===== src/acc_pkg.sv =====
// Constants shared by the converter control and status block
package acc_pkg;
  // Register indices; byte address is four times the index
  localparam logic [2:0] IDX_TRIG   = 3'h3;
  localparam logic [2:0] IDX_RES_LO = 3'h4;
  localparam logic [2:0] IDX_RES_HI = 3'h5;
  localparam logic [2:0] IDX_CTRL   = 3'h6;
  localparam logic [2:0] IDX_MUX    = 3'h7;
  // Reset values
  localparam logic [7:0] RST_CTRL   = 8'h00;
  localparam logic [7:0] RST_MUX    = 8'h00;
  localparam logic [2:0] RST_TRIG   = 3'h0;
  // converter_control_status fields
  localparam int CTRL_EN    = 7;
  localparam int CTRL_START = 6;
  localparam int CTRL_ATE   = 5;
  localparam int CTRL_FLAG  = 4;
  localparam int CTRL_IE    = 3;
  localparam int CTRL_DIV   = 0;
  // input_reference_select fields
  localparam int MUX_REF1 = 7;
  localparam int MUX_REF0 = 6;
  localparam int MUX_LAR  = 5;
  localparam int MUX_REF2 = 4;
  localparam int MUX_CH   = 0;
  // Conversion lengths in converter clock cycles
  localparam logic [4:0] LEN_NORMAL = 5'h0D;
  localparam logic [4:0] LEN_INIT   = 5'h19;
  // Trigger source code for free running
  localparam logic [2:0] TRIG_FREE  = 3'h0;
  // Reference kinds presented to the analog core
  localparam logic [2:0] REF_SUPPLY   = 3'h0;
  localparam logic [2:0] REF_PIN      = 3'h1;
  localparam logic [2:0] REF_INT1V1   = 3'h2;
  localparam logic [2:0] REF_RESERVED = 3'h3;
  localparam logic [2:0] REF_INT2V56  = 3'h4;
  localparam logic [2:0] REF_INT2V56B = 3'h5;
  // Single-ended sources beyond the four external inputs
  localparam logic [2:0] SE_BANDGAP = 3'h4;
  localparam logic [2:0] SE_GROUND  = 3'h5;
  localparam logic [2:0] SE_TEMP    = 3'h6;
  localparam logic [2:0] SE_NONE    = 3'h7;
endpackage


===== src/acc_ctrl.sv =====
// Converter control and status registers with prescaler and sequencing
//
// What this block does
// - Reference bits pick supply, pin, 1.1V or 2.56V
// - Reference change waits for running conversion end
// - Reference change makes next conversion 25 cycles
// - Left-adjust bit reshapes result view immediately
// - Channel codes pick inputs, bandgap, ground, temperature
// - Codes 4-11 pick differential pairs, odd gain20
// - Channel change waits for running conversion end
// - Enable off aborts any running conversion
// - Start bit starts one or first free-run conversion
// - First conversion after enable takes 25 cycles
// - Start reads one while busy; zero ignored
// - Auto trigger starts on selected rising edge
// - Flag sets at every completion, even with result locked
// - Flag clears on vector acknowledge or written one
// - Interrupt request needs flag, enable, global enable
// - Divider codes give clock divide 2 to 128
// - Trigger source selects free run or event
// - Low byte read locks result until high read
//
// Our own choice: the Wishbone register port.
`timescale 1ns/1ps
`default_nettype none

module acc_ctrl (
  input  wire logic        clk_i,
  input  wire logic        rst_i,
  input  wire logic [4:0]  wb_adr_i,
  input  wire logic [31:0] wb_dat_i,
  input  wire logic [3:0]  wb_sel_i,
  input  wire logic        wb_we_i,
  input  wire logic        wb_cyc_i,
  input  wire logic        wb_stb_i,
  output logic      [31:0] wb_dat_o,
  output logic             wb_ack_o,
  input  wire logic [5:0]  trig_i,
  input  wire logic        gie_i,
  input  wire logic        irq_ack_i,
  input  wire logic [9:0]  result_i,
  output logic             irq_o,
  output logic             conv_busy_o,
  output logic             conv_tick_o,
  output logic             conv_long_o,
  output logic [2:0]       ref_kind_o,
  output logic             diff_o,
  output logic             gain20_o,
  output logic [2:0]       pos_sel_o,
  output logic [2:0]       neg_sel_o
);

  typedef enum logic {ST_IDLE, ST_CONV} acc_state_t;

  acc_state_t state_r;
  logic       en_r, ate_r, ie_r, flag_r, ack_r, lock_r;
  logic       long_pend_r, tick_r, trig_prev_r;
  logic [2:0] div_r, trig_src_r, act_ref_r;
  logic [3:0] act_ch_r;
  logic [7:0] mux_r, rdata;
  logic [6:0] pre_cnt_r, div_max;
  logic [4:0] cnt_r, len_r;
  logic [9:0] result_r;
  logic [31:0] dat_r;
  logic       acc, rd, wr, wr_ctrl, en_rise, en_fall, wr_start;
  logic       busy, done, free_run, load_active, ref_diff, long_now;
  logic       trig_sel, trig_edge, start_go;
  logic [2:0] idx, ref_field;
  logic [7:0] wdat, trig_vec;

  ////////////////////////////////////////////////////////////////////////
  // Wishbone slave: one wait state, unmapped reads give zero
  assign idx  = wb_adr_i[4:2];
  assign wdat = wb_dat_i[7:0];
  assign acc  = wb_cyc_i & wb_stb_i & ~ack_r;
  assign rd   = acc & ~wb_we_i;
  assign wr   = acc & wb_we_i & wb_sel_i[0];

  always_ff @(posedge clk_i) begin
    if (rst_i) begin
      ack_r <= 1'b0;
    end else begin
      ack_r <= acc;
    end
  end
  always_comb begin
    case (idx)
      acc_pkg::IDX_TRIG:   rdata = {5'h00, trig_src_r};
      acc_pkg::IDX_RES_LO: rdata = mux_r[acc_pkg::MUX_LAR] ?
                                   {result_r[1:0], 6'h00} : result_r[7:0];
      acc_pkg::IDX_RES_HI: rdata = mux_r[acc_pkg::MUX_LAR] ?
                                   result_r[9:2] : {6'h00, result_r[9:8]};
      acc_pkg::IDX_CTRL:   rdata = {en_r, busy, ate_r, flag_r, ie_r, div_r};
      acc_pkg::IDX_MUX:    rdata = mux_r;
      default:             rdata = 8'h00;
    endcase
  end

  always_ff @(posedge clk_i) begin
    if (rst_i) begin
      dat_r <= 32'h0000_0000;
    end else if (rd) begin
      dat_r <= {24'h00_0000, rdata};
    end
  end
  assign wb_dat_o = dat_r;
  assign wb_ack_o = ack_r;

  ////////////////////////////////////////////////////////////////////////
  // Software registers
  assign wr_ctrl  = wr & (idx == acc_pkg::IDX_CTRL);
  assign en_rise  = wr_ctrl & wdat[acc_pkg::CTRL_EN] & ~en_r;
  assign en_fall  = wr_ctrl & ~wdat[acc_pkg::CTRL_EN];
  assign wr_start = wr_ctrl & wdat[acc_pkg::CTRL_START] & wdat[acc_pkg::CTRL_EN];

  always_ff @(posedge clk_i) begin
    if (rst_i) begin
      en_r  <= acc_pkg::RST_CTRL[acc_pkg::CTRL_EN];
      ate_r <= acc_pkg::RST_CTRL[acc_pkg::CTRL_ATE];
      ie_r  <= acc_pkg::RST_CTRL[acc_pkg::CTRL_IE];
      div_r <= acc_pkg::RST_CTRL[acc_pkg::CTRL_DIV +: 3];
    end else if (wr_ctrl) begin
      en_r  <= wdat[acc_pkg::CTRL_EN];
      ate_r <= wdat[acc_pkg::CTRL_ATE];
      ie_r  <= wdat[acc_pkg::CTRL_IE];
      div_r <= wdat[acc_pkg::CTRL_DIV +: 3];
    end
  end

  always_ff @(posedge clk_i) begin
    if (rst_i) begin
      mux_r      <= acc_pkg::RST_MUX;
      trig_src_r <= acc_pkg::RST_TRIG;
    end else if (wr && idx == acc_pkg::IDX_MUX) begin
      mux_r <= wdat;
    end else if (wr && idx == acc_pkg::IDX_TRIG) begin
      trig_src_r <= wdat[2:0];
    end
  end
  // Flag clear, a completion in the same cycle wins
  always_ff @(posedge clk_i) begin
    if (rst_i) begin
      flag_r <= 1'b0;
    end else if (done) begin
      flag_r <= 1'b1;
    end else if (irq_ack_i || (wr_ctrl && wdat[acc_pkg::CTRL_FLAG])) begin
      flag_r <= 1'b0;
    end
  end
  assign irq_o = flag_r & ie_r & gie_i;

  ////////////////////////////////////////////////////////////////////////
  // Prescaler
  function automatic logic [6:0] div_max_f(input logic [2:0] c);
    div_max_f = (c <= 3'h1) ? 7'h01 : 7'((8'h01 << c) - 8'h01);
  endfunction
  assign div_max = div_max_f(div_r);
  always_ff @(posedge clk_i) begin
    if (rst_i || !en_r || en_fall) begin
      pre_cnt_r <= 7'h00;
      tick_r    <= 1'b0;
    end else begin
      tick_r    <= pre_cnt_r >= div_max;
      pre_cnt_r <= (pre_cnt_r >= div_max) ? 7'h00 : pre_cnt_r + 7'h01;
    end
  end

  ////////////////////////////////////////////////////////////////////////
  // Triggering and sequencing
  assign busy     = state_r == ST_CONV;
  assign done     = busy & tick_r & ~en_fall & (cnt_r == len_r - 5'h01);
  assign free_run = en_r & ate_r & (trig_src_r == acc_pkg::TRIG_FREE);
  assign trig_vec = {1'b0, trig_i, 1'b0};
  assign trig_sel = trig_vec[trig_src_r];

  always_ff @(posedge clk_i) begin
    if (rst_i) begin
      trig_prev_r <= 1'b0;
    end else begin
      trig_prev_r <= trig_sel;
    end
  end
  // Rising edge of the selected source
  assign trig_edge = en_r & ate_r & trig_sel & ~trig_prev_r;
  // Start by write, trigger edge or free-run restart
  assign start_go = ~en_fall & ((~busy & (wr_start | trig_edge)) | (done & free_run));
  // Disable aborts without setting the flag
  always_ff @(posedge clk_i) begin
    if (rst_i || en_fall) begin
      state_r <= ST_IDLE;
    end else begin
      case (state_r)
        ST_IDLE: if (start_go) state_r <= ST_CONV;
        ST_CONV: if (done && !start_go) state_r <= ST_IDLE;
        default: state_r <= ST_IDLE;
      endcase
    end
  end

  always_ff @(posedge clk_i) begin
    if (rst_i || en_fall || start_go) begin
      cnt_r <= 5'h00;
    end else if (busy && tick_r) begin
      cnt_r <= cnt_r + 5'h01;
    end
  end
  // Reference and channel load only between conversions
  assign load_active = ~busy | done;
  assign ref_field   = {mux_r[acc_pkg::MUX_REF2], mux_r[acc_pkg::MUX_REF1],
                        mux_r[acc_pkg::MUX_REF0]};
  assign ref_diff    = ref_field != act_ref_r;
  assign long_now    = long_pend_r | en_rise | (load_active & ref_diff);
  always_ff @(posedge clk_i) begin
    if (rst_i) begin
      act_ref_r <= 3'h0;
      act_ch_r  <= 4'h0;
    end else if (load_active) begin
      act_ref_r <= ref_field;
      act_ch_r  <= mux_r[acc_pkg::MUX_CH +: 4];
    end
  end
  // Long conversion owed after reference change or enable
  always_ff @(posedge clk_i) begin
    if (rst_i || start_go) begin
      long_pend_r <= 1'b0;
    end else if (en_rise || (load_active && ref_diff)) begin
      long_pend_r <= 1'b1;
    end
  end
  always_ff @(posedge clk_i) begin
    if (rst_i) begin
      len_r <= acc_pkg::LEN_NORMAL;
    end else if (start_go) begin
      len_r <= long_now ? acc_pkg::LEN_INIT : acc_pkg::LEN_NORMAL;
    end
  end
  // Result lock between low and high byte reads
  always_ff @(posedge clk_i) begin
    if (rst_i) begin
      lock_r <= 1'b0;
    end else if (rd && idx == acc_pkg::IDX_RES_LO) begin
      lock_r <= 1'b1;
    end else if (rd && idx == acc_pkg::IDX_RES_HI) begin
      lock_r <= 1'b0;
    end
  end
  always_ff @(posedge clk_i) begin
    if (rst_i) begin
      result_r <= 10'h000;
    end else if (done && !lock_r) begin
      result_r <= result_i;
    end
  end

  ////////////////////////////////////////////////////////////////////////
  // Analog core controls, registered
  always_ff @(posedge clk_i) begin
    if (rst_i) begin
      ref_kind_o <= acc_pkg::REF_SUPPLY;
      diff_o     <= 1'b0;
      gain20_o   <= 1'b0;
      pos_sel_o  <= 3'h0;
      neg_sel_o  <= 3'h0;
    end else begin
      case (act_ref_r)
        3'h2:    ref_kind_o <= acc_pkg::REF_INT1V1;
        3'h3:    ref_kind_o <= acc_pkg::REF_RESERVED;
        3'h6:    ref_kind_o <= acc_pkg::REF_INT2V56;
        3'h7:    ref_kind_o <= acc_pkg::REF_INT2V56B;
        default: ref_kind_o <= act_ref_r[0] ? acc_pkg::REF_PIN : acc_pkg::REF_SUPPLY;
      endcase
      diff_o   <= act_ch_r[3] ^ act_ch_r[2];
      gain20_o <= (act_ch_r[3] ^ act_ch_r[2]) & act_ch_r[0];
      neg_sel_o <= {2'h0, act_ch_r[1]} + (act_ch_r[3] ? 3'h0 : 3'h2);
      case (act_ch_r)
        4'hC:    pos_sel_o <= acc_pkg::SE_BANDGAP;
        4'hD:    pos_sel_o <= acc_pkg::SE_GROUND;
        4'hE:    pos_sel_o <= acc_pkg::SE_NONE;
        4'hF:    pos_sel_o <= acc_pkg::SE_TEMP;
        default: pos_sel_o <= act_ch_r[3:2] == 2'h0 ? act_ch_r[2:0] :
                              (act_ch_r[3] ? 3'h0 : 3'h2);
      endcase
    end
  end

  assign conv_busy_o = busy;
  assign conv_tick_o = tick_r & busy;
  assign conv_long_o = len_r == acc_pkg::LEN_INIT;
endmodule

`default_nettype wire


===== config.mk =====
export PLATFORM = sky130hd
export DESIGN_NAME = acc_ctrl
export DESIGN_NICKNAME = d
export VERILOG_FILES = /design/src/acc_pkg.sv /design/src/acc_ctrl.sv
export SDC_FILE = /design/constraint.sdc
export NUM_CORES = 1
export LEC_CHECK = 0
export BUFFER_PORTS_ARGS = -buffer_cell sky130_fd_sc_hd__buf_2
export CAP_MARGIN = 0
export CORE_MARGIN = 4
export CORE_UTILIZATION = 53
export CTS_BUF_LIST = sky130_fd_sc_hd__clkbuf_8
export CTS_CLUSTER_DIAMETER = 40
export DETAILED_ROUTE_END_ITERATION = 8
export GPL_TIMING_DRIVEN = 0
export PLACE_DENSITY = 0.84
export SYNTH_ARGS = -nofsm -noshare
export SYNTH_HDL_FRONTEND = slang
export SYNTH_SLANG_ARGS = --single-unit

===== constraint.sdc =====
create_clock -name clk_i -period 2.85 [get_ports clk_i]
set_input_delay 0.1425 -clock clk_i [delete_from_list [all_inputs] [get_ports clk_i]]
set_output_delay 0.1425 -clock clk_i [all_outputs]
set_load 0.02 [all_outputs]

# Word-level counts from Yosys, hierarchy flattened
# Index checks and enable logic that the tools add are counted.
# totals
wordCells,133
memories,0
ff_bits,77
out_inout_bits,48
mem_bits_ro,0
ramBits,0
inputBits,64
latch_bits,0
# classes
eq_ne,16
reduce_logical,25
add_sub_neg,5
bitwise,39
mux,19
shift,1
magnitude_cmp,3
div_mod_pow,0
n_mul,0
# ops
operator,n
one-hot mux 8 bit (5 select lines),1
AND 1 bit,25
one-hot mux 3 bit (4 select lines),2
"== test 3 bit, second input constant",6
"== test 4 bit, second input constant",4
2-to-1 mux 8 bit,2
"== test 3 x 2 -> 1 bit, second input constant",3
logical AND 1 bit,9
2-to-1 mux 1 bit,8
inverter 1 bit,8
"adder 7 x 1 -> 7 bit, second input constant",1
>= comparator 7 bit,1
logical OR 1 bit,7
2-to-1 mux 7 bit,1
"left shift 1 x 3 -> 7 bit, first input constant",1
"subtractor 7 x 1 -> 7 bit, second input constant",1
"adder 5 x 1 -> 5 bit, second input constant",1
== test 5 bit,1
"== test 5 bit, second input constant",1
2-to-1 mux 5 bit,1
bitwise OR 1 bit,5
"subtractor 5 x 1 -> 5 bit, second input constant",1
"< comparator 3 x 4 -> 1 bit, second input constant",1
nonzero test 2 bit,2
13 further kinds,15

# Longest topological paths before layout
# logic_depth
word_depth,16
ltp_mapped,12
mapped_depth_nobuf,10

# Worst setup path before layout
# No wires, ideal clock.
# synth_timing
path_kind,flip-flop to flip-flop
start,register div_r[0]
end,register pre_cnt_r[0]
setup_time_ns,0.086
t_required_ns,2.764
path_buffers,1
t_arrival_ns,2.284
path_stages_with_launch,10
setup_slack_ns,0.480
path_cell_list,dfxtp_1 -> clkbuf_1 -> or3_1 -> ha_1 -> or2_2 -> ha_1 -> a21o_1 -> a21oi_1 -> o21ai_1 -> a211oi_1
# synth_between
elab_chain_cells,5
word_cells_on_any_way,6
# synth_lines
element,line_no,rtl
start: declaration,acc_ctrl.sv:58,"logic [2:0] div_r, trig_src_r, act_ref_r;"
start signal: assignment,acc_ctrl.sv:121,div_r <= acc_pkg::RST_CTRL[acc_pkg::CTRL_DIV +: 3];
start signal: assignment,acc_ctrl.sv:126,div_r <= wdat[acc_pkg::CTRL_DIV +: 3];
left shift 1 x 3 -> 7 bit,acc_ctrl.sv:155,div_max_f = (c <= 3'h1) ? 7'h01 : 7'((8'h01 << c) - 8'h01);
subtractor 7 x 1 -> 7 bit,acc_ctrl.sv:155,
2-to-1 mux 7 bit *,acc_ctrl.sv:155,
>= comparator 7 bit *,acc_ctrl.sv:164,pre_cnt_r <= (pre_cnt_r >= div_max) ? 7'h00 : pre_cnt_r + 7'h01;
OR reduction 2 bit (no source line) *,-,
end signal: assignment,acc_ctrl.sv:164,
end: declaration,acc_ctrl.sv:61,"logic [6:0] pre_cnt_r, div_max;"
# Mark *: on every way between the ends. The rest lies on a longest branch, timed or not.
# A chain may end at the register's enable or synchronous reset.

# Final worst setup path
# layout_timing
start,register div_r[0]
end,register pre_cnt_r[3]
# Same word-level chain as after synthesis.

==> results.yml <==
status:
  status: "finished clean"
drt:
  wire_per_inst_um: 14.48
  ant_nets: 0
  drt_iter0_drc: 165
  route.vias.total: 3191
  drt_wl_total_mm: 8.658
  remaining_drc_errors: 0
  vias_per_cell: 5.336
  drt-pass1-iter-count: 5
clock_tree:
  cts_sinks: 73
  cts-root-buf: "clkbuf_8"
  clock_path_buffers: 2
  cts_tree: "done"
  clkTransAtPathRegs_ns: 0.09
  ctsHoldBuffers: 0
  insertion_delay_ns: 0.37
  cts_buffers: 9
  cts_max_level: 3
sta:
  fin_ws_ns: 0.2635
  finalHoldViolations: 0
  period_needed_ns: 2.586
  worstMarginPinSlew_ns: 0.9386
  post-route-period-util: 0.9075
  finClkSkew_ns: 0.01067
  max_slew_margin: 0.3709
  fmax_ghz: 0.3866
  drv_slew: 0
  finalSetupViolations: 0
  setup_tns_ns: 0
die:
  die_area_um2: 8447
  start_util: 0.5462
  ioPinCount: 112
  die_y_um: 91.91
  die_width_um: 91.91
  rows: 30
  core_um2: 6832
layout:
  fin_util: 0.6473
  finalInstanceArea_um2: 4422
  layout_commonest_cell: "dfxtp_1"
  synthToLayoutAreaGrowth_pct: 18.51
  drive_gt1_frac: 0.2470
  n_fill_cell: 577
  n_antenna_cell: 0
  nets: 574
  final_cell_mix: "73 x dfxtp_1, 65 x nor2_1, 59 x buf_2"
yosys:
  ys_seq_area_frac: 0.3917
  synth.cell_area_um2: 3731
  synth_cells: 405
  avgSynthCellArea_um2: 9.213
  ys_seq_elements: 73
  yosysWarningCount: 0
  synth_cell_types: 55
placed_design:
  dp_hpwl_mm: 6.524
  place_ws_ns: 0.1504
  io_buffers: 57
  gp_congestion: 0.8943
  place_area_um2: 4227
grt:
  grt_use_total: 0.2112
  grt_max_degree: 16
  overflow: 0
  grt_pass1_vias: 3150
  antenna_found_initial: 0
  grt_first_pass_wirelength_mm: 14.34
min_path:
  hp-class: "primary input to flip-flop"
worst_setup_path:
  r2r_cells: 9
  endpoint: "pre_cnt_r[3]$_SDFF_PP0_"
  cp-start-kind: "flip-flop"
  worstPathArrival_ns: 2.85
  r2r_end: "pre_cnt_r[3]$_SDFF_PP0_"
  cp_max_fo: 8
  crit_start: "div_r[0]$_SDFFE_PP0N_"
  required_ns: 3.12
  worstSetupPathType: "flip-flop to flip-flop"
  timing.rr.start: "div_r[0]$_SDFFE_PP0N_"
  rrSetupSlack_ns: 0.26
  end_kind: "flip-flop"
flow_run:
  cap_violations: 0
pwr:
  powerDensity_nw_per_um2: 446.8
  p_leak_nw: 1.872
  ir_drop_mv: 0.2948
[cell families after synthesis]
group                    count (synthesis)  share of synthesized area
multiplexers                            47                     0.1351
adder cells (fa/ha/maj)                 13                    0.04360
buffers and inverters                   59                    0.09121
flip-flops                              73                     0.3917
XOR/XNOR                                16                    0.03756
AND/OR/NAND/NOR                        140                     0.1908
AO/OA/AOI/OAI                           55                     0.1080
other                                    2                   0.002013
[worst max-delay path: stages, from the launching register on]
cell and delay [ns]:
dfxtp_1 0.30, clkbuf_1 0.19, or3_1 0.41, ha_1 0.26
xor2_1 0.17, nand2_1 0.07, ha_1 0.23, a2111oi_2 0.41
o21ai_2 0.19, a211oi_1 0.27
[area by class of cell]
class	instances	area [um2]	area share
multi-input cells	297	2029	0.4590
flip-flops and latches	73	1461	0.3305
plain buffers	47	295.3	0.06678
repair buffers	57	285.3	0.06452
clock buffers	9	123.9	0.02801
well taps	96	120.1	0.02716
clock inverters	7	61.31	0.01387
inverters	12	45.04	0.01019
[report_power, final]
part           switching [mW]  internal (mW)  leakage, nW
registers             0.00327           1.02        0.589
logic                   0.107         0.0664         1.19
clock network           0.441          0.334       0.0892
total                   0.550           1.43         1.87
[flip-flops by register name, indices dropped and copies added (netlist names), 2 cells and up]
| register | cells |
|---|---|
| act_ch_r | 4 |
| act_ref_r | 3 |
| cnt_r | 5 |
| div_r | 3 |
| len_r | 2 |
| mux_r | 8 |
| neg_sel_o | 2 |
| pos_sel_o | 3 |
| pre_cnt_r | 7 |
| ref_kind_o | 3 |
| result_r | 10 |
| trig_src_r | 3 |
| wb_dat_o | 8 |
[worst min path at each step]
stage,start,to,cells past startpoint
2_1_floorplan,wb_dat_i[2],div_r[2]$_SDFFE_PP0N_,2
3_3_place_gp,result_i[3],result_r[3]$_SDFFE_PP0P_,3
3_5_place_dp,result_i[7],result_r[7]$_SDFFE_PP0P_,3
4_1_cts,result_i[7],result_r[7]$_SDFFE_PP0P_,3
5_1_grt,result_i[2],result_r[2]$_SDFFE_PP0P_,3
6_report,result_i[2],result_r[2]$_SDFFE_PP0P_,3
[through the flow]
step	hold slack [ns]	total power, mW	cells
floorplan	0.2812	1.167	429
global placement	0.3739	1.218	582
detailed placement	0.3862	1.221	582
CTS	0.008033	1.984	598
global route	0.02020	2.048	598
finish	0.01550	1.975	598
[layer usage]
metal	track usage	routed length [um]	part of all wire
met1	0.2505	3482	0.40
met2	0.3467	4168	0.48
met3	0.05414	730	0.084
met4	0.1188	277	0.032
met5	0	0	0
[cell usage after synthesis, drive strengths merged]
master   number  area (um2)
nor4          3       40.04
nand3b        2       15.01
a22oi         5       37.54
dfxtp        73        1461
nor2b         6       37.54
a21o          2       15.01
a2bb2oi       2       23.77
mux4          2       45.04
mux2i        41       410.4
a31oi         3       18.77
a22o          1       8.760
and2b         1       7.510
o21a          2       15.01
nand3         6       30.03
and3b         2       17.52
nor3          7       45.04
inv          12       45.04
a211o         2       17.52
buf          32       239.0
a311oi        1       8.760
and3          2       12.51
clkbuf       15       56.30
o21ai         6       41.29
nor2         65       244.0
ha           13       162.7
nand4         4       25.02
a2111oi       1       8.760
xnor2         8       70.07
conb          2       7.510
or3b          1       8.760
nand2        17       66.32
and4b         1       10.01
a211oi       13       97.59
xor2          8       70.07
or3           3       18.77
and2          4       25.02
or2           4       25.02
a21oi        10       50.05
mux2          4       48.79
o211ai        5       42.54
a32oi         2       17.52
nand2b        5       31.28
nor3b         7       52.55
[timing repair]
item,4_1_cts,5_1_grt
resized for setup,0,3
setup buffers,0,0
endpoints found under the setup margin,0,8
(Power assumes the default switching activity.)
